===== src/core/buck_ctrl_pkg.sv =====
// Constants and state type for the buck switch protection controller.
package buck_ctrl_pkg;
  localparam int unsigned OVERLOAD_WAIT_CYCLES = 512;
  localparam int unsigned OVERLOAD_HICCUP_CYCLES = 16384;
  localparam int unsigned THERMAL_HICCUP_CYCLES = 32768;
  localparam int unsigned HICCUP_CNT_W = 16;
  localparam logic [HICCUP_CNT_W-1:0] HICCUP_CNT_RST = 16'h0000;
  typedef enum logic [2:0] {
    ST_IDLE,
    ST_PREBIAS,
    ST_RUN,
    ST_OVL_HICCUP,
    ST_THERM_HOT,
    ST_THERM_COOL
  } ctrl_state_t;
endpackage


===== src/core/buck_switch_protection_control.sv =====
// Gate command and protection sequencer for a synchronous step-down converter.
`timescale 1ns/100ps
module buck_switch_protection_control
  import buck_ctrl_pkg::*;
#(
  parameter int unsigned OVL_WAIT = OVERLOAD_WAIT_CYCLES,
  parameter int unsigned OVL_HICCUP = OVERLOAD_HICCUP_CYCLES,
  parameter int unsigned THERM_HICCUP = THERMAL_HICCUP_CYCLES
)
(
  input wire logic clk,
  input wire logic nrst,
  input wire logic cycle_start,
  input wire logic enable_in,
  input wire logic undervoltage_lockout,
  input wire logic softstart_above_fb,
  input wire logic boot_below_vin,
  input wire logic boot_below_reg,
  input wire logic boot_uv,
  input wire logic output_overvoltage_guard,
  input wire logic peak_trip,
  input wire logic ls_source_limit,
  input wire logic ls_sink_limit,
  input wire logic overload,
  input wire logic light_load,
  input wire logic thermal_hot,
  input wire logic thermal_cool,
  output logic hs_gate,
  output logic ls_gate,
  output logic boot_charge_en,
  output logic softstart_reset,
  output logic hiccup_active
);
  ctrl_state_t state_q, state_d;
  logic [HICCUP_CNT_W-1:0] cnt_q, cnt_d;
  logic hs_q, hs_d, ls_q, ls_d, bc_q, bc_d, ssr_q, ssr_d, hic_q, hic_d;
  logic ov_mask_q, ov_mask_d, sink_off_q, sink_off_d;
  logic [HICCUP_CNT_W-1:0] ovl_lim, ovl_hic_lim, th_lim;

  assign ovl_lim = HICCUP_CNT_W'(OVL_WAIT);
  assign ovl_hic_lim = HICCUP_CNT_W'(OVL_HICCUP - 1);
  assign th_lim = HICCUP_CNT_W'(THERM_HICCUP - 1);
  assign hs_gate = hs_q;
  assign ls_gate = ls_q;
  assign boot_charge_en = bc_q;
  assign softstart_reset = ssr_q;
  assign hiccup_active = hic_q;

  always_comb
  begin
    state_d = state_q;
    cnt_d = cnt_q;
    hs_d = hs_q;
    ls_d = ls_q;
    ov_mask_d = ov_mask_q;
    sink_off_d = sink_off_q;
    // soft-start held in reset outside prebias and run
    ssr_d = (state_q != ST_RUN) && (state_q != ST_PREBIAS);
    bc_d = boot_below_vin && boot_below_reg;
    unique case (state_q)
      ST_IDLE:
      begin
        cnt_d = HICCUP_CNT_RST;
        if (enable_in && !undervoltage_lockout)
        begin
          state_d = ST_PREBIAS;
        end
      end
      ST_PREBIAS:
      begin
        hs_d = 1'b0;
        ls_d = 1'b0;
        ov_mask_d = 1'b0;
        sink_off_d = 1'b0;
        cnt_d = HICCUP_CNT_RST;
        if (softstart_above_fb)
        begin
          state_d = ST_RUN;
        end
      end
      ST_RUN:
      begin
        if (output_overvoltage_guard)
        begin
          ov_mask_d = 1'b1;
        end
        if (cycle_start)
        begin
          sink_off_d = 1'b0;
          ov_mask_d = output_overvoltage_guard;
          if (!ls_source_limit && !output_overvoltage_guard && !light_load && !boot_uv)
          begin
            hs_d = 1'b1;
            ls_d = 1'b0;
          end
          else
          begin
            hs_d = 1'b0;
            ls_d = !sink_off_q || ls_source_limit;
          end
        end
        if (hs_d && (peak_trip || boot_uv))
        begin
          hs_d = 1'b0;
          ls_d = 1'b1;
        end
        if (output_overvoltage_guard || (ov_mask_q && !cycle_start))
        begin
          hs_d = 1'b0;
        end
        // sink limit turns low side off
        if (ls_sink_limit && !hs_d)
        begin
          sink_off_d = 1'b1;
        end
        if (sink_off_d)
        begin
          ls_d = 1'b0;
          hs_d = 1'b0;
        end
        if (!overload)
        begin
          cnt_d = HICCUP_CNT_RST;
        end
        else if (cycle_start)
        begin
          cnt_d = cnt_q + 1'b1;
          if (cnt_q >= ovl_lim)
          begin
            state_d = ST_OVL_HICCUP;
            cnt_d = HICCUP_CNT_RST;
            hs_d = 1'b0;
            ls_d = 1'b0;
          end
        end
      end
      ST_OVL_HICCUP:
      begin
        if (cycle_start)
        begin
          cnt_d = cnt_q + 1'b1;
          if (cnt_q == ovl_hic_lim)
          begin
            state_d = ST_PREBIAS;
            cnt_d = HICCUP_CNT_RST;
          end
        end
      end
      ST_THERM_HOT:
      begin
        cnt_d = HICCUP_CNT_RST;
        if (thermal_cool)
        begin
          state_d = ST_THERM_COOL;
        end
      end
      ST_THERM_COOL:
      begin
        if (cycle_start)
        begin
          cnt_d = cnt_q + 1'b1;
          if (cnt_q == th_lim)
          begin
            state_d = ST_IDLE;
            cnt_d = HICCUP_CNT_RST;
          end
        end
      end
    endcase
    if (state_q != ST_RUN)
    begin
      hs_d = 1'b0;
      ls_d = 1'b0;
    end
    if (thermal_hot && state_q != ST_THERM_HOT && state_q != ST_IDLE)
    begin
      state_d = ST_THERM_HOT;
      hs_d = 1'b0;
      ls_d = 1'b0;
      cnt_d = HICCUP_CNT_RST;
    end
    if (!enable_in || undervoltage_lockout)
    begin
      state_d = ST_IDLE;
      hs_d = 1'b0;
      ls_d = 1'b0;
      cnt_d = HICCUP_CNT_RST;
    end
    if (hs_d)
    begin
      ls_d = 1'b0;
    end
    hic_d = (state_d == ST_OVL_HICCUP) || (state_d == ST_THERM_HOT) || (state_d == ST_THERM_COOL);
  end

  always_ff @(posedge clk or negedge nrst)
  begin
    if (!nrst)
    begin
      state_q <= ST_IDLE;
      cnt_q <= HICCUP_CNT_RST;
      hs_q <= 1'b0;
      ls_q <= 1'b0;
      bc_q <= 1'b0;
      ssr_q <= 1'b1;
      hic_q <= 1'b0;
      ov_mask_q <= 1'b0;
      sink_off_q <= 1'b0;
    end
    else
    begin
      state_q <= state_d;
      cnt_q <= cnt_d;
      hs_q <= hs_d;
      ls_q <= ls_d;
      bc_q <= bc_d;
      ssr_q <= ssr_d;
      hic_q <= hic_d;
      ov_mask_q <= ov_mask_d;
      sink_off_q <= sink_off_d;
    end
  end

  AST_NO_SHOOT: assert property (@(posedge clk) disable iff (!nrst) !(hs_q && ls_q))
    else $error("Both gates on.");
  AST_PREBIAS_OFF: assert property (@(posedge clk) disable iff (!nrst)
    (state_q == ST_PREBIAS) |=> !hs_q && !ls_q)
    else $error("Gate on during prebias.");
  AST_OV_HS_OFF: assert property (@(posedge clk) disable iff (!nrst)
    output_overvoltage_guard |=> !hs_q)
    else $error("High side on in overvoltage.");
  AST_OV_NEXT_CYCLE: assert property (@(posedge clk) disable iff (!nrst)
    $rose(hs_q) |-> $past(cycle_start))
    else $error("High side started mid cycle.");
  AST_SRC_SKIP: assert property (@(posedge clk) disable iff (!nrst)
    (state_q == ST_RUN && cycle_start && ls_source_limit) |=> !hs_q)
    else $error("High side not skipped.");
  AST_BOOT_UV: assert property (@(posedge clk) disable iff (!nrst)
    (boot_uv && hs_q) |=> !hs_q)
    else $error("High side stayed on in boot undervoltage.");
  AST_THERM_STOP: assert property (@(posedge clk) disable iff (!nrst)
    (thermal_hot && state_q == ST_RUN && enable_in && !undervoltage_lockout)
    |=> !hs_q && !ls_q && state_q == ST_THERM_HOT)
    else $error("Switching during over-temperature.");
  AST_DISABLE: assert property (@(posedge clk) disable iff (!nrst)
    (!enable_in || undervoltage_lockout) |=> state_q == ST_IDLE && !hs_q && !ls_q)
    else $error("Not idle while disabled.");
  AST_BOOT_CHARGE: assert property (@(posedge clk) disable iff (!nrst)
    $past(nrst) |-> bc_q == ($past(boot_below_vin) && $past(boot_below_reg)))
    else $error("Bootstrap charge enabled wrongly.");
  COV_RUN_PULSE: cover property (@(posedge clk) disable iff (!nrst) state_q == ST_RUN ##1 $rose(hs_q));
  COV_OVL_HICCUP: cover property (@(posedge clk) disable iff (!nrst) $rose(state_q == ST_OVL_HICCUP));
  COV_THERM: cover property (@(posedge clk) disable iff (!nrst) $rose(state_q == ST_THERM_COOL));
endmodule // buck_switch_protection_control

===== config.mk =====
export PLATFORM = sky130hd
export DESIGN_NAME = buck_switch_protection_control
export DESIGN_NICKNAME = d
export VERILOG_FILES = /design/src/core/buck_ctrl_pkg.sv /design/src/core/buck_switch_protection_control.sv
export SDC_FILE = /design/constraint.sdc
export NUM_CORES = 1
export LEC_CHECK = 0
export ABC_AREA = 1
export BUFFER_PORTS_ARGS = -buffer_cell sky130_fd_sc_hd__buf_2
export CORE_ASPECT_RATIO = 2
export CORE_UTILIZATION = 45
export CTS_BUF_LIST = sky130_fd_sc_hd__clkbuf_16
export DETAILED_ROUTE_END_ITERATION = 8
export SYNTH_ARGS = -nofsm -noshare
export SYNTH_HDL_FRONTEND = slang
export SYNTH_SLANG_ARGS = --single-unit

===== constraint.sdc =====
create_clock -name clk -period 2.2 [get_ports clk]
set_clock_uncertainty 0.05 [all_clocks]
set_input_delay 0.33 -clock clk [delete_from_list [all_inputs] [get_ports clk]]
set_output_delay 0.33 -clock clk [all_outputs]
set_load 0.01 [all_outputs]

==> results.json <==
{
  "globalplace.congestion": 0.840,
  "min_period_ps": 1900,
  "min_path_type": "primary input to async pin",
  "h-tree-depth": 1,
  "clock_path_buffers": 2,
  "cp_max_fo": 12,
  "yosys.area.top_type": "dfrtp_1",
  "power_frac_seq_pct": 44.0,
  "drive_gt1_share_pct": 20.5,
  "synth.top_cell.area_share_pct": 36.8,
  "areaGrowthSynthToFinish_pct": 14.6,
  "cts_hold_buf": 0,
  "clkLatencyLatePin_ps": 260,
  "synthFlopType": "dfrtp_1",
  "core_area_um2": 3610,
  "power.density_nw_per_um2": 568,
  "finalCritPeriodShare_pct": 86.5,
  "vdd_drop_max_mv": 0.363,
  "setup_ws_ps": 298,
  "num_vias": 1580,
  "relSlewSlack_pct": 59.7,
  "critical_path_arrival_ps": 2010,
  "rsz0062_at_grt": "no",
  "synth_area_leaders": "dfrtp_1 (37%), nand2_1 (11%), inv_1 (6.8%)",
  "yosysWarningCount": 0,
  "cp.required_ps": 2310,
  "ant_nets": 0,
  "postCtsSetupBuffers": 0,
  "post_synth_num_cell_types": 32,
  "hpwlAfterDp_mm": 3.29,
  "status": "complete, no violations",
  "avgViaCountPerCell": 5.13,
  "nets": 280,
  "first_iter_violations": 9,
  "async_flop_share_pct": 100,
  "preCtsSetupSlack_ps": 287,
  "cap_violations": 0,
  "first_pass_iters": 4,
  "finalMaxSlewViolations": 0,
  "cts-buffers-inserted": 3,
  "multi_input_area_um2": 873,
  "grt_first_pass_wirelength_mm": 6.67,
  "cp-start-kind": "flip-flop",
  "cts-root-buf": "clkbuf_16",
  "totalWireLength_mm": 4.08,
  "power.share.switching_pct": 21.0,
  "power_w": 0.00111,
  "pwr-share-clk_pct": 48.7,
  "p_sw_w": 0.000232,
  "grt_start_max_net_pins": 28,
  "crit_path_end_kind": "flip-flop",
  "syn-num-nets": 257,
  "portBuffers": 21,
  "worst-setup-path-type": "flip-flop to flip-flop",
  "grt_pass1_vias": 1538,
  "synth_edf_count": 0,
  "setup_viol": 0,
  "antenna_found_initial": 0,
  "dieArea_um2": 4040,
  "worst_pin_slew_ps": 605,
  "yosys-top-cells-count": "nand2_1 (52), inv_1 (31), dfrtp_1 (25), nor2_1 (23), a21oi_1 (22)",
  "synth_area_per_cell_um2": 7.17,
  "clk_pin_slew_ps": 70,
  "drcViolationCount": 0,
  "syn_area_um2": 1700,
  "synth.yosys.seq_area_share_pct": 38.4,
  "postSynthCellCount": 237,
  "start_util_pct": 47.1,
  "fmax_mhz": 526,
  "combPwrFrac_pct": 7.2,
  "seqCellArea_um2": 652,
  "tns_ps": 0,
  "wire_per_inst_um": 13.2,
  "p_int_w": 0.000873,
  "hold_slack_ps": 18.6,
  "hold_viol": 0,
  "cts_tree": "yes",
  "grt_usage_pct": 23.0,
  "cts_resized": 0,
  "die_w_um": 45.5,
  "ys_ff_latch": 26,
  "synth.most_common_cell": "nand2_1",
  "power_leakage_nw": 0.991,
  "diodes": 0,
  "ios": 22,
  "overflow": 0,
  "cts.sinks": 26,
  "fillers": 389,
  "die_h_um": 88.9,
  "rows": 31
}
[power by group through the flow]
stage | combinational [W] | clock [W] | sequential, W
floorplan | 0.0000406 | 0 | 0.000497
CTS | 0.0000824 | 0.000542 | 0.000487
finish | 0.0000801 | 0.000539 | 0.000487
global route | 0.0000915 | 0.000566 | 0.000487
global placement | 0.0000819 | 0 | 0.000496
detailed placement | 0.0000821 | 0 | 0.000496
[per-layer routing]
| layer | part of all wire [%] | track usage [%] | up-vias |
|---|---|---|---|
| met5 | 0 | 0 | - |
| met1 | 35 | 21.6 | 724 |
| met3 | 1.9 | 2.22 | 14 |
| li1 | - | - | 811 |
| met4 | 4.4 | 13.2 | 0 |
| met2 | 58 | 44.4 | 31 |
[layout make-up]
cell class	instances	share of cell area (%)
multi-input cells	168	44.9
inverters	40	7.71
clock buffers	3	3.86
flip-flops and latches	26	33.5
well taps	49	3.15
clock inverters	1	1.54
repair buffers	21	5.40
[worst max-delay path: stages (launching register included)]
cell     delay, ps
dfrtp_1        380
ha_1           200
nand2_1         90
nor2_4         160
nand2_2        110
nor2_4         140
nand2_2         80
nand2_4         70
nand3_4        150
nand2_1        170
nand3_2         80
nand2_1         60
inv_1           40
[sequential cells by signal, indices dropped and copies added, names as in the netlist]
name and flops:
boot_charge_en 1, sink_off_q 1, hs_gate 1, ls_gate 1, hiccup_active 1, state_q 3, cnt_q 16, ov_mask_q 1
softstart_reset 1
[cells in the final DEF (no fill, tap or decap), types with 2 or more instances in the layout]
cell type / instances
dfrtp_1: 25
o21ai_1: 4
a211oi_1: 2
a21boi_1: 2
nand2_4: 2
nand2_1: 52
nand3_2: 2
buf_2: 21
clkbuf_16: 3
nor3_1: 4
ha_1: 3
nor2_1: 23
nand4_1: 5
nor2_2: 2
nand2_2: 6
inv_1: 31
nor2_4: 4
o21ai_0: 6
nand3_1: 20
inv_2: 9
a21oi_1: 22
[cell families (layout without fill, tap and decap cells)]
group | Yosys count | count (layout) | synth area share, %
and+or+nand+nor | 125 | 125 | 36.2
buffers and inverters | 43 | 65 | 10.2
AOI/OAI and AO/OA | 39 | 39 | 12.4
DFF | 26 | 26 | 38.4
adders and majority gates | 3 | 3 | 2.21
xor gates and xnor gates | 1 | 1 | 0.516
[through the flow]
step	util, %	cell area, um^2	std cells
4_1_cts	54.0	1950	308
2_1_floorplan	-	1700	237
6_report	54.0	1950	308
3_3_place_gp	51.1	1840	304
3_5_place_dp	51.1	1840	304
5_1_grt	54.0	1950	308
[final timing paths]
path,start,slack [ps],cells past startpoint,end
max,cnt_q[0],300,12,cnt_q[14]
min,nrst,20,1,cnt_q[4]
max reg2reg,cnt_q[0],300,12,cnt_q[14]
min reg2reg,cnt_q[7],490,2,cnt_q[7]
max in group asynchronous,nrst,1680,1,hs_gate
min in group clk,boot_below_reg,190,3,boot_charge_en
Power figures use the tool's default switching activity.
